==> config.mk <==
export PLATFORM = sky130hd
export DESIGN_NAME = tcu_counter_unit
export DESIGN_NICKNAME = d
export VERILOG_FILES = /design/src/tcu_pkg.sv /design/src/tcu_tick_gen.sv /design/src/tcu_counter_unit.sv
export SDC_FILE = /design/constraint.sdc
export NUM_CORES = 1
export LEC_CHECK = 0
export BUFFER_PORTS_ARGS = -buffer_cell sky130_fd_sc_hd__buf_2
export CAP_MARGIN = 20
export CELL_PAD_IN_SITES_DETAIL_PLACEMENT = 0
export CELL_PAD_IN_SITES_GLOBAL_PLACEMENT = 1
export CORE_ASPECT_RATIO = 0.6
export CORE_MARGIN = 2
export CORE_UTILIZATION = 50
export CTS_BUF_LIST = sky130_fd_sc_hd__clkbuf_2
export CTS_CLUSTER_SIZE = 20
export DETAILED_ROUTE_END_ITERATION = 10
export PLACE_DENSITY = 0.91
export SETUP_SLACK_MARGIN = 0.2
export SLEW_MARGIN = 20
export SYNTH_ARGS = -nofsm -noshare
export SYNTH_HDL_FRONTEND = slang
export SYNTH_SLANG_ARGS = --single-unit
==> constraint.sdc <==
create_clock -name clk -period 10.09 [get_ports clk]
set_input_delay 0 -clock clk [delete_from_list [all_inputs] [get_ports clk]]
set_output_delay 0 -clock clk [all_outputs]
set_load 0.01 [all_outputs]
==> src/tcu_pkg.sv <==
// Package for the sixteen-bit counter unit: register map, field layout,
// reset values, counting kinds and the CPU byte-bus carrier.
// Assumes one system clock and an 8-bit CPU I/O bus with single-cycle strobes.
package tcu_pkg;

    // ========================================================================
    // Register map (byte locations on the 8-bit I/O bus)
    // ========================================================================
    localparam int          ADDR_W          = 4;
    localparam logic [3:0]  ADDR_CNT_LO     = 4'h0;
    localparam logic [3:0]  ADDR_CNT_HI     = 4'h1;
    localparam logic [3:0]  ADDR_CAP_LO     = 4'h2;
    localparam logic [3:0]  ADDR_CAP_HI     = 4'h3;
    localparam logic [3:0]  ADDR_CMPA_LO    = 4'h4;
    localparam logic [3:0]  ADDR_CMPA_HI    = 4'h5;
    localparam logic [3:0]  ADDR_CMPB_LO    = 4'h6;
    localparam logic [3:0]  ADDR_CMPB_HI    = 4'h7;
    localparam logic [3:0]  ADDR_CTRL_A     = 4'h8;
    localparam logic [3:0]  ADDR_CTRL_B     = 4'h9;
    localparam logic [3:0]  ADDR_FLAGS      = 4'ha;

    // ========================================================================
    // Field positions
    // ========================================================================
    localparam int          CTRLA_WGM_LSB   = 0;   // Waveform mode bits 1:0
    localparam int          CTRLB_CS_LSB    = 0;   // Clock source select 2:0
    localparam int          CTRLB_WGM_LSB   = 3;   // Waveform mode bits 3:2
    localparam int          FLAG_OVF_BIT    = 0;

    // ========================================================================
    // Values
    // ========================================================================
    localparam logic [15:0] CNT_RESET       = 16'h0000;
    localparam logic [15:0] CNT_FLOOR       = 16'h0000;
    localparam logic [15:0] CNT_MAX         = 16'hffff;
    localparam logic [15:0] TOP_8BIT        = 16'h00ff;
    localparam logic [15:0] TOP_9BIT        = 16'h01ff;
    localparam logic [15:0] TOP_10BIT       = 16'h03ff;
    localparam logic [15:0] CNT_STEP        = 16'h0001;
    localparam logic [7:0]  BYTE_ZERO       = 8'h00;
    localparam logic [2:0]  CS_STOPPED      = 3'h0;
    localparam logic [2:0]  CS_DIV1         = 3'h1;
    localparam logic [2:0]  CS_DIV8         = 3'h2;
    localparam logic [2:0]  CS_DIV64        = 3'h3;
    localparam logic [2:0]  CS_DIV256       = 3'h4;
    localparam logic [2:0]  CS_DIV1024      = 3'h5;
    localparam logic [2:0]  CS_EXT_FALL     = 3'h6;
    localparam int          PRESC_W         = 10;
    localparam logic [9:0]  PRESC_MASK8     = 10'h007;
    localparam logic [9:0]  PRESC_MASK64    = 10'h03f;
    localparam logic [9:0]  PRESC_MASK256   = 10'h0ff;
    localparam logic [9:0]  PRESC_MASK1024  = 10'h3ff;

    // ========================================================================
    // Types
    // ========================================================================
    typedef enum logic [1:0] {
        TCU_KIND_NORMAL,
        TCU_KIND_CLEAR_ON_TOP,
        TCU_KIND_FAST,
        TCU_KIND_DUAL_SLOPE
    } tcu_kind_t;

    typedef struct packed {
        logic              rd;     // One-cycle read strobe
        logic              wr;     // One-cycle write strobe
        logic [ADDR_W-1:0] addr;
        logic [7:0]        wdata;
    } tcu_bus_req_t;

endpackage

==> src/tcu_tick_gen.sv <==
// Tick source for the counter unit: prescaler and external pin edges.
// Assumes the external pin is asynchronous; it is synchronised here.
`timescale 1ns/1ps

module tcu_tick_gen (
    // Clock and reset
    input  wire logic       clk,
    input  wire logic       rst,
    input  wire logic       ce,
    // Selection
    input  wire logic [2:0] clock_source_select,
    // External event pin
    input  wire logic       ext_pin,
    // Tick out
    output logic            timer_tick
);

    // ========================================================================
    // Prescaler and pin synchroniser
    // ========================================================================
    logic [tcu_pkg::PRESC_W-1:0] presc;
    logic                        pin_meta;
    logic                        pin_sync;
    logic                        pin_prev;
    logic                        next_tick;

    // Free-running divider; shared by all prescaled sources
    always_ff @(posedge clk) begin
        if (rst) begin
            presc <= '0;
        end else if (ce) begin
            presc <= presc + 1'b1;
        end
    end

    // Two flops before any logic looks at the pin; the chain keeps sampling
    // through reset so the edge detector starts at the pin's own level and
    // no false edge follows reset
    always_ff @(posedge clk) begin
        if (ce) begin
            pin_meta <= ext_pin;
            pin_sync <= pin_meta;
            pin_prev <= pin_sync;
        end
    end

    // Source choice; zero selects nothing so the counter stands still
    always_comb begin
        case (clock_source_select)
            tcu_pkg::CS_STOPPED:  next_tick = 1'b0;
            tcu_pkg::CS_DIV1:     next_tick = 1'b1;
            tcu_pkg::CS_DIV8:     next_tick = &(presc | ~tcu_pkg::PRESC_MASK8);
            tcu_pkg::CS_DIV64:    next_tick = &(presc | ~tcu_pkg::PRESC_MASK64);
            tcu_pkg::CS_DIV256:   next_tick = &(presc | ~tcu_pkg::PRESC_MASK256);
            tcu_pkg::CS_DIV1024:  next_tick = &(presc | ~tcu_pkg::PRESC_MASK1024);
            tcu_pkg::CS_EXT_FALL: next_tick = pin_prev & ~pin_sync;
            default:              next_tick = pin_sync & ~pin_prev;
        endcase
    end

    // Registered tick, one system clock wide
    always_ff @(posedge clk) begin
        if (rst) begin
            timer_tick <= 1'b0;
        end else if (ce) begin
            timer_tick <= next_tick;
        end
    end

endmodule // tcu_tick_gen

==> src/tcu_counter_unit.sv <==
// Sixteen-bit bidirectional counter unit with byte-wide CPU access through
// a shared high-byte holding register, plus the two compare registers.
// Assumes a CPU on the same clock driving one-cycle read/write strobes.
`timescale 1ns/1ps

// Operation
// - High-byte writes, and counter/capture high-byte reads, go to the shared holding register.
// - Low-byte counter read copies counter upper byte into holding register.
// - Low-byte counter write loads holding byte and data together.
// - Holding register keeps its value across low-byte writes.
// - Three-bit clock source select; zero stops the counter.
// - Each tick clears, increments or decrements per operating mode.
// - CPU may read and write counter whether ticking or stopped.
// - CPU counter write beats and discards a coinciding clear or count.
// - Four-bit waveform mode, split over control registers A and B.
// - Overflow flag set at mode's point; usable as interrupt source.
// - Floor shows counter zero; ceiling shows counter at sequence maximum.
// - Counts step by one in chosen direction; clear forces zero.
// - Compare register reads return both bytes without the holding register.
module tcu_counter_unit (
    // Clock and reset
    input  wire logic                  clk,
    input  wire logic                  rst,
    input  wire logic                  ce,
    // CPU byte bus
    input  wire tcu_pkg::tcu_bus_req_t bus_req,
    output logic [7:0]                 bus_rdata,
    // External event pin and captured value from the capture unit
    input  wire logic                  ext_pin,
    input  wire logic [15:0]           input_capture_reg,
    // Counter state
    output logic [15:0]                timer_count_value,
    output logic                       overflow_flag,
    output logic                       count_floor,
    output logic                       count_ceiling,
    output logic                       count_down
);

    // ========================================================================
    // Mode helpers
    // ========================================================================
    function automatic tcu_pkg::tcu_kind_t mode_kind(input logic [3:0] wgm);
        case (wgm)
            4'h0, 4'hd:               mode_kind = tcu_pkg::TCU_KIND_NORMAL;
            4'h4, 4'hc:               mode_kind = tcu_pkg::TCU_KIND_CLEAR_ON_TOP;
            4'h5, 4'h6, 4'h7, 4'he, 4'hf: mode_kind = tcu_pkg::TCU_KIND_FAST;
            default:                  mode_kind = tcu_pkg::TCU_KIND_DUAL_SLOPE;
        endcase
    endfunction

    function automatic logic [15:0] mode_top(input logic [3:0] wgm,
                                             input logic [15:0] cmp_a,
                                             input logic [15:0] cap);
        case (wgm)
            4'h1, 4'h5:               mode_top = tcu_pkg::TOP_8BIT;
            4'h2, 4'h6:               mode_top = tcu_pkg::TOP_9BIT;
            4'h3, 4'h7:               mode_top = tcu_pkg::TOP_10BIT;
            4'h4, 4'h9, 4'hb, 4'hf:   mode_top = cmp_a;
            4'h8, 4'ha, 4'hc, 4'he:   mode_top = cap;
            default:                  mode_top = tcu_pkg::CNT_MAX;
        endcase
    endfunction

    // ========================================================================
    // Registers and decode
    // ========================================================================
    logic [7:0]          hold_byte;
    logic [7:0]          control_reg_a;
    logic [7:0]          control_reg_b;
    logic [15:0]         cmp_a;
    logic [15:0]         cmp_b;
    logic                timer_tick;
    logic [3:0]          waveform_mode_select;
    logic [2:0]          clock_source_select;
    tcu_pkg::tcu_kind_t  kind;
    logic [15:0]         top;
    logic                wr_at;
    logic                cnt_wr;
    logic                cnt_rd;
    logic [15:0]         next_count;
    logic                next_down;
    logic                next_ovf_evt;
    logic [7:0]          next_rdata;

    // Mode bits split across both control registers
    assign waveform_mode_select = {control_reg_b[tcu_pkg::CTRLB_WGM_LSB +: 2],
                                   control_reg_a[tcu_pkg::CTRLA_WGM_LSB +: 2]};
    assign clock_source_select  = control_reg_b[tcu_pkg::CTRLB_CS_LSB +: 3];
    assign kind                 = mode_kind(waveform_mode_select);
    assign top                  = mode_top(waveform_mode_select, cmp_a, input_capture_reg);
    assign wr_at                = bus_req.wr;
    assign cnt_wr = bus_req.wr && (bus_req.addr == tcu_pkg::ADDR_CNT_LO);
    assign cnt_rd = bus_req.rd && (bus_req.addr == tcu_pkg::ADDR_CNT_LO);

    // ========================================================================
    // Tick source
    // ========================================================================
    tcu_tick_gen u_tick (
        .clk                 (clk),
        .rst                 (rst),
        .ce                  (ce),
        .clock_source_select (clock_source_select),
        .ext_pin             (ext_pin),
        .timer_tick          (timer_tick)
    );

    // ========================================================================
    // Counting step
    // ========================================================================
    // Next count, direction and overflow event for one tick
    always_comb begin
        next_count   = timer_count_value;
        next_down    = count_down;
        next_ovf_evt = 1'b0;
        if (cnt_wr) begin
            // CPU write wins; the tick in this cycle is dropped
            next_count = {hold_byte, bus_req.wdata};
        end else if (timer_tick) begin
            case (kind)
                tcu_pkg::TCU_KIND_NORMAL: begin
                    next_count   = timer_count_value + tcu_pkg::CNT_STEP;
                    next_ovf_evt = (timer_count_value == tcu_pkg::CNT_MAX);
                end
                tcu_pkg::TCU_KIND_CLEAR_ON_TOP: begin
                    next_count   = (timer_count_value == top) ? tcu_pkg::CNT_RESET
                                 : timer_count_value + tcu_pkg::CNT_STEP;
                    next_ovf_evt = (timer_count_value == tcu_pkg::CNT_MAX);
                end
                tcu_pkg::TCU_KIND_FAST: begin
                    // A top lowered below the count is passed; the count runs on to CNT_MAX and rolls over
                    next_count   = (timer_count_value == top) ? tcu_pkg::CNT_RESET
                                 : timer_count_value + tcu_pkg::CNT_STEP;
                    next_ovf_evt = (timer_count_value == top);
                end
                default: begin
                    // Dual slope turns at top and at the floor
                    if (!count_down && timer_count_value >= top) begin
                        next_down  = 1'b1;
                        next_count = timer_count_value - tcu_pkg::CNT_STEP;
                    end else if (count_down && timer_count_value == tcu_pkg::CNT_FLOOR) begin
                        next_down    = 1'b0;
                        next_count   = timer_count_value + tcu_pkg::CNT_STEP;
                        next_ovf_evt = 1'b1;
                    end else if (count_down) begin
                        next_count = timer_count_value - tcu_pkg::CNT_STEP;
                    end else begin
                        next_count = timer_count_value + tcu_pkg::CNT_STEP;
                    end
                end
            endcase
        end
    end

    // Counter, direction and the floor/ceiling indications, all registered
    always_ff @(posedge clk) begin
        if (rst) begin
            timer_count_value <= tcu_pkg::CNT_RESET;
            count_down        <= 1'b0;
            count_floor       <= 1'b1;
            count_ceiling     <= 1'b0;
        end else if (ce) begin
            timer_count_value <= next_count;
            count_down        <= next_down;
            count_floor       <= (next_count == tcu_pkg::CNT_FLOOR);
            count_ceiling     <= (next_count == top);
        end
    end

    // Overflow flag: write one clears, a same-cycle event still sets it
    always_ff @(posedge clk) begin
        if (rst) begin
            overflow_flag <= 1'b0;
        end else if (ce) begin
            if (next_ovf_evt) begin
                overflow_flag <= 1'b1;
            end else if (wr_at && bus_req.addr == tcu_pkg::ADDR_FLAGS
                         && bus_req.wdata[tcu_pkg::FLAG_OVF_BIT]) begin
                overflow_flag <= 1'b0;
            end
        end
    end

    // ========================================================================
    // Holding register and CPU-written registers
    // ========================================================================
    // All high-byte locations share one holder; low writes leave it alone
    always_ff @(posedge clk) begin
        if (rst) begin
            hold_byte <= tcu_pkg::BYTE_ZERO;
        end else if (ce) begin
            if (wr_at && (bus_req.addr == tcu_pkg::ADDR_CNT_HI
                       || bus_req.addr == tcu_pkg::ADDR_CAP_HI
                       || bus_req.addr == tcu_pkg::ADDR_CMPA_HI
                       || bus_req.addr == tcu_pkg::ADDR_CMPB_HI)) begin
                hold_byte <= bus_req.wdata;
            end else if (cnt_rd) begin
                hold_byte <= timer_count_value[15:8];
            end else if (bus_req.rd && bus_req.addr == tcu_pkg::ADDR_CAP_LO) begin
                hold_byte <= input_capture_reg[15:8];
            end
        end
    end

    // Control and compare registers; compare values load on the low byte
    always_ff @(posedge clk) begin
        if (rst) begin
            control_reg_a <= tcu_pkg::BYTE_ZERO;
            control_reg_b <= tcu_pkg::BYTE_ZERO;
            cmp_a         <= tcu_pkg::CNT_RESET;
            cmp_b         <= tcu_pkg::CNT_RESET;
        end else if (ce && wr_at) begin
            case (bus_req.addr)
                tcu_pkg::ADDR_CTRL_A:  control_reg_a <= bus_req.wdata;
                tcu_pkg::ADDR_CTRL_B:  control_reg_b <= bus_req.wdata;
                tcu_pkg::ADDR_CMPA_LO: cmp_a <= {hold_byte, bus_req.wdata};
                tcu_pkg::ADDR_CMPB_LO: cmp_b <= {hold_byte, bus_req.wdata};
                default: ;
            endcase
        end
    end

    // ========================================================================
    // Read path
    // ========================================================================
    // Compare reads bypass the holder entirely; unmapped reads give zero
    always_comb begin
        case (bus_req.addr)
            tcu_pkg::ADDR_CNT_LO:  next_rdata = timer_count_value[7:0];
            tcu_pkg::ADDR_CNT_HI,
            tcu_pkg::ADDR_CAP_HI:  next_rdata = hold_byte;
            tcu_pkg::ADDR_CAP_LO:  next_rdata = input_capture_reg[7:0];
            tcu_pkg::ADDR_CMPA_LO: next_rdata = cmp_a[7:0];
            tcu_pkg::ADDR_CMPA_HI: next_rdata = cmp_a[15:8];
            tcu_pkg::ADDR_CMPB_LO: next_rdata = cmp_b[7:0];
            tcu_pkg::ADDR_CMPB_HI: next_rdata = cmp_b[15:8];
            tcu_pkg::ADDR_CTRL_A:  next_rdata = control_reg_a;
            tcu_pkg::ADDR_CTRL_B:  next_rdata = control_reg_b;
            tcu_pkg::ADDR_FLAGS:   next_rdata = {7'h00, overflow_flag};
            default:               next_rdata = tcu_pkg::BYTE_ZERO;
        endcase
    end

    // Read data is registered, valid the cycle after the strobe
    always_ff @(posedge clk) begin
        if (rst) begin
            bus_rdata <= tcu_pkg::BYTE_ZERO;
        end else if (ce && bus_req.rd) begin
            bus_rdata <= next_rdata;
        end
    end

endmodule // tcu_counter_unit

Word level (Yosys, flattened, before mapping):

Memory sizes are Yosys's and may differ from the RTL's.
Cells that the tools add are included.

* add/subtract/negate cells: 3
* magnitude comparators: 1
* equality and inequality tests: 35
* muxes and demuxes: 22
* bitwise logic cells: 6
* reductions and logical operators: 42

Operator list (count)
* 16-bit 2-to-1 mux: 6
* 16-bit case mux with 5 select lines: 1
* 8-bit case mux with 10 select lines: 1
* 4-bit equality test (second input constant): 10
* 16-bit equality test: 2
* 4-bit by 3-bit equality test with 1-bit output (second input constant): 8
* 16-bit zero test: 2
* 16-bit case mux with 2 select lines: 1
* 8-bit 2-to-1 mux: 3
* 16-bit by 1-bit adder with 16-bit output (second input constant): 1
* 16-bit equality test (second input constant): 1
* 4-bit by 2-bit equality test with 1-bit output (second input constant): 4
* 16-bit >= comparator: 1
* 16-bit by 1-bit subtractor with 16-bit output (second input constant): 1
* 2-bit AND reduction: 6
* 2-bit OR reduction: 6
* 10-bit by 1-bit adder with 10-bit output (second input constant): 1
* 1-bit logical AND: 10
* 10-bit AND reduction: 1
* 3-bit equality test (second input constant): 3
* 4-bit by 1-bit equality test with 1-bit output (second input constant): 2
* 1-bit 2-to-1 mux: 8
* 8-bit AND reduction: 1
* 4-bit OR reduction: 2
* other kinds (19): 27

* register bits after elaboration: 98
* memory bits (read-only): 32
* input port bits: 34
* output and inout port bits: 28
* logic and storage cells: 126
* memories kept: 1

Memory list
* (no name shown): words 16, bits a word 2, read ports 1, clocked after memory_dff 0, wr ports 0, line tcu_counter_unit.sv:43 `case (wgm)`

Depth between registers and ports, before layout:

* depth after elaboration: 11
* mapped depth: 18
* gate-level depth less buffers: 16

Hierarchy:

Synthesis repeated with hierarchy kept, for this count alone.

* cells, all modules: 980
* area, all modules: 7272.0 µm²

Modules (own cells, without submodules)
* tcu_counter_unit: times used 1, cells an instance 917, area an instance 6635.1 µm², sequential area each 1681.6 µm²
* tcu_tick_gen: times used 1, cells an instance 63, area an instance 636.9 µm², sequential area each 310.3 µm²

Worst setup path after synthesis:

Ideal clock, no wire load.

* kind: reg2reg
* from: register control_reg_b[3]
* to: register count_floor
* setup time: 0.084 ns
* arrival time: 3.947 ns
* data required time: 10.006 ns
* setup slack: 6.058 ns
* stages on the path, launching flop included: 17
* buffers on the path: 2
* clock period less this slack: 4.032 ns
* cells stage by stage: dfxtp_1 -> clkbuf_1 -> nor2b_1 -> mux2_4 -> o22ai_2 -> ha_1 -> and3_1 -> a221o_1 -> a21oi_2 -> a21o_4 -> buf_6 -> mux2_1 -> xor2_1 -> a21boi_1 -> and3b_1 -> nand4_1 -> o31ai_2

* longest elaborated chain between the ends: 10
* elaborated cells on any way between the ends: 34

Ends and longest elaborated chain
* from (decl): line tcu_counter_unit.sv:69 `logic [7:0] control_reg_b;`
* from (signal assigned): line tcu_counter_unit.sv:208 `control_reg_b <= tcu_pkg::BYTE_ZERO;`
* from (signal assigned): line tcu_counter_unit.sv:214 `tcu_pkg::ADDR_CTRL_B: control_reg_b <= bus_req.wdata;`
* 4-bit equality test (tied with other cells): line tcu_counter_unit.sv:54 `case (wgm)`
* 4-bit OR reduction / 2-bit OR reduction (equally long branches): line tcu_counter_unit.sv:54
* 16-bit case mux with 5 select lines: line tcu_counter_unit.sv:54
* 16-bit >= comparator: line tcu_counter_unit.sv:137 `if (!count_down && timer_count_value >= top) begin`
* 1-bit logical AND: line tcu_counter_unit.sv:137
* 16-bit 2-to-1 mux: line tcu_counter_unit.sv:137
* 16-bit case mux with 2 select lines *: line tcu_counter_unit.sv:119 `case (kind)`
* 16-bit 2-to-1 mux *: line tcu_counter_unit.sv:118 `end else if (timer_tick) begin`
* 16-bit 2-to-1 mux *: line tcu_counter_unit.sv:115 `if (cnt_wr) begin`
* 16-bit zero test *: line tcu_counter_unit.sv:164 `count_floor <= (next_count == tcu_pkg::CNT_FLOOR);`
* to (signal assigned): line tcu_counter_unit.sv:164
* to (decl): line tcu_counter_unit.sv:34 `output logic count_floor,`

Mark *: on every way between the ends. The rest lies on a longest branch, timed or not.
A chain may end at the register's enable or synchronous reset.

Worst setup path in the final report:

* from: register control_reg_b[4]
* to: register count_ceiling

* longest elaborated chain between the ends: 10
* elaborated cells on any way between the ends: 34

Ends and longest elaborated chain
* 4-bit equality test (tied with other cells): line tcu_counter_unit.sv:54
* 4-bit OR reduction / 2-bit OR reduction (equally long branches): line tcu_counter_unit.sv:54
* 16-bit case mux with 5 select lines: line tcu_counter_unit.sv:54
* 16-bit >= comparator: line tcu_counter_unit.sv:137
* 1-bit logical AND: line tcu_counter_unit.sv:137
* 16-bit 2-to-1 mux: line tcu_counter_unit.sv:137
* 16-bit case mux with 2 select lines: line tcu_counter_unit.sv:119
* 16-bit 2-to-1 mux: line tcu_counter_unit.sv:118
* 16-bit 2-to-1 mux: line tcu_counter_unit.sv:115
* 16-bit equality test *: line tcu_counter_unit.sv:165 `count_ceiling <= (next_count == top);`
* to (signal assigned): line tcu_counter_unit.sv:165
* to (decl): line tcu_counter_unit.sv:35 `output logic count_ceiling,`

Marks and branches as above.

==> qor.yml <==
status: "finished, final reports clean"
grt-ovfl-total: 0
antenna_cells: 0
track_usage_pct: 33.8
cts_num_sinks: 98
layout.nets: 1044
syn_area_mm2: 0.00735
setup_viol: 0
internal_power_w: 0.000497
cts_tree: "yes"
switching_power_w: 0.000281
final_hold_viol_count: 0
post_drt_via_cell_ratio: 6.35
crit_required_ns: 10.63
finalMaxSlewViolations: 0
max-cap-violations: 0
gp_congestion: 1.05
dp_hpwl_um: 20100
rsz0062_at_grt: "false"
cts_root_buffer: "clkbuf_2"
pwr-share-comb_pct: 20.7
setup.worst_path.end_class: "flop"
tightest_slew_ns: 1.05
arrival_ns: 5.70
synth_edf_count: 3
grt_pass1_wl_um: 40700
worstSkewPairLatency_ns: 0.59
area_delta_synth_final_pct: 8.73
startpoint: "control_reg_b[4]"
die_w_um: 161
io_buffers: 61
remaining_drc_errors: 0
rows: 34
hp-class: "primary input to flop"
seqPwrFrac_pct: 53.4
synthFlopType: "dfxtp_1"
min-delay-start: "input_capture_reg[7]"
dieHeight_um: 97.9
syn_avg_cell_area_um2: 7.72
ys_warn_count: 0
hold_ws_ns: 0.0700
first_pass_iters: 7
yosysSeqAreaShare_pct: 27.1
ant_nets: 0
relSlewSlack_pct: 29.6
max_freq_mhz: 194
p_leak_nw: 3.20
reg2reg_from: "control_reg_b[4]"
power_density_mw_per_mm2: 97.3
htree_levels: 3
fillCellCount: 1394
numCtsBuffers: 9
peakVddDrop_v: 0.0000708
clk_pin_slew_ns: 0.30
cts_resized: 0
timing.final.crit_share_pct: 51.1
core_area_mm2: 0.0144
drt-initial-drc-count: 934
ys_types: 92
layout-drive-gt1-share_pct: 13.6
period_needed_ns: 5.16
ctsLongestPathBuffers: 2
route.vias.total: 7542
start_kind: "flop"
critPathMaxFanout: 17
syn_nets: 1012
grt_pass1_vias: 6663
antenna_found_initial: 0
p_clk_share_pct: 25.9
pin_count: 62
die_area_mm2: 0.0157
p_sw_share_pct: 36.1
wl_um: 26800
synthCells: 953
start_util_pct: 51.0
ys_async_sr_fraction_pct: 0
finClkSkew_ns: 0.0306
fin_setup_tns_ns: 0
path_class: "flop to flop"
grt_max_degree: 89
wl_per_cell_um: 22.6
ys_seq_elements: 98
flip-flops by register name, indices dropped and copies added (netlist names), 8 cells and up:
signal / count
cmp_a: 16
cmp_b: 16
timer_count_value: 16
u_tick.presc: 10
bus_rdata: 8
control_reg_a: 8
control_reg_b: 8
hold_byte: 8
worst paths after layout:
check | slack, ns | cells after the start | to
setup / recovery | 4.93 | 14 | count_ceiling
hold / removal | 0.07 | 5 | count_ceiling
setup reg to reg | 4.93 | 14 | count_ceiling
hold reg to reg | 0.47 | 2 | bus_rdata[3]
cells in the final DEF, fill, tap and decap left out, types with 7 or more instances in the layout:
cell / count
or3_1: 11
ha_1: 25
buf_2: 60
a22oi_1: 14
nor2_1: 141
xnor2_1: 17
nand3_1: 23
o21ai_0: 29
a21oi_1: 79
xor2_1: 16
dlygate4sd3_1: 21
mux2i_1: 73
a211oi_1: 16
buf_4: 11
nand4_1: 16
nor2b_1: 10
inv_1: 23
and3_1: 12
dfxtp_1: 95
a31oi_1: 7
o22ai_1: 7
nand2_1: 96
nor3_1: 19
clkbuf_2: 10
nand2b_1: 12
and2_1: 7
logic make-up after synthesis:
family | after synthesis | share of synthesized area (%)
compound gates | 233 | 22.1
buf+inv | 95 | 5.56
flops | 98 | 27.1
xor+xnor | 33 | 3.93
fa+ha+maj | 25 | 4.25
mux | 82 | 11.4
simple gates | 387 | 25.6
routing by layer:
metal	vias up	part of all wire [%]	global-route usage (%)
met5	-	0	0
met4	0	1.2	4.64
met3	27	15	14.6
met2	459	37	42.6
met1	3564	47	52.5
li1	3492	-	-
per-stage QoR:
stage | worst slack, ns | utilization (%) | std cells | cell area, um2 | power [W]
floorplan | 6.06 | - | 953 | 7350 | 0.000516
finish | 4.93 | 55.4 | 1188 | 8000 | 0.000778
global placement | 5.21 | 53.2 | 1151 | 7680 | 0.000570
detailed placement | 5.19 | 53.2 | 1151 | 7680 | 0.000569
CTS | 5.11 | 55.4 | 1188 | 8000 | 0.000774
global route | 4.69 | 55.4 | 1188 | 8000 | 0.000810
critical path, stage by stage, from the launching register on:
cell and delay [ns]:
dfxtp_1 0.55, or4_1 0.67, a21bo_2 0.24, a221o_1 0.16, inv_1 0.07, ha_1 0.31, nand4_1 0.19, or4_1 0.59
a21boi_1 0.85, nor3_2 0.11, or3_4 0.42, xnor2_1 0.17, a2111oi_2 0.46, nand4_1 0.17, o21ai_1 0.15
cell type report:
class                           count  area [um2]  share of cell area [%]
Sequential cell                    98        1990                    24.9
Clock buffer                       10        50.0                   0.626
Tap cell                          198         248                    3.10
Clock inverter                      6        58.8                   0.736
Multi-Input combinational cell    760        4960                    62.1
Inverter                           24        90.1                    1.13
Timing Repair Buffer               92         593                    7.42
cell usage after synthesis, drive strengths merged (3+ instances only):
cell type	count	area share (%)
o22ai	11	1.4
a2111oi	4	0.65
nor2b	10	0.85
a22oi	14	1.4
nor2	142	7.3
nand2	96	4.9
o32ai	3	0.36
a21o	6	0.71
nand3b	3	0.48
xor2	16	1.9
a31oi	7	0.60
nor3	22	1.6
mux2	9	1.5
edfxtp	3	1.2
and2	7	0.60
nor4	8	0.85
o21ai	36	2.6
a21oi	83	5.9
or2	5	0.43
ha	25	4.3
mux2i	73	9.9
a21boi	3	0.31
a211oi	17	1.8
inv	23	1.2
a221o	5	0.68
nor3b	5	0.58
dfxtp	95	26
or3	14	1.4
o31ai	5	0.58
nand2b	12	1.0
nand4	17	1.5
a32oi	5	0.60
and3	12	1.0
buf	28	2.1
a221oi	4	0.56
xnor2	17	2.0
clkbuf	43	2.2
nand3	24	1.7
or4	4	0.41
power groups by stage:
stage / Combinational [W] / Sequential [W] / Clock (W)
2_1_floorplan: 0.000104 / 0.000412 / 0
3_3_place_gp: 0.000149 / 0.000421 / 0
3_5_place_dp: 0.000148 / 0.000421 / 0
4_1_cts: 0.000155 / 0.000415 / 0.000205
5_1_grt: 0.000173 / 0.000417 / 0.000220
6_report: 0.000161 / 0.000415 / 0.000202
repair_timing:
| action | in CTS | in global routing |
|---|---|---|
| hold buffers | 21 | 0 |
| setup buffers | 0 | 0 |
| endpoints found under the hold margin | 60 | 0 |
(Power assumes the default switching activity.)
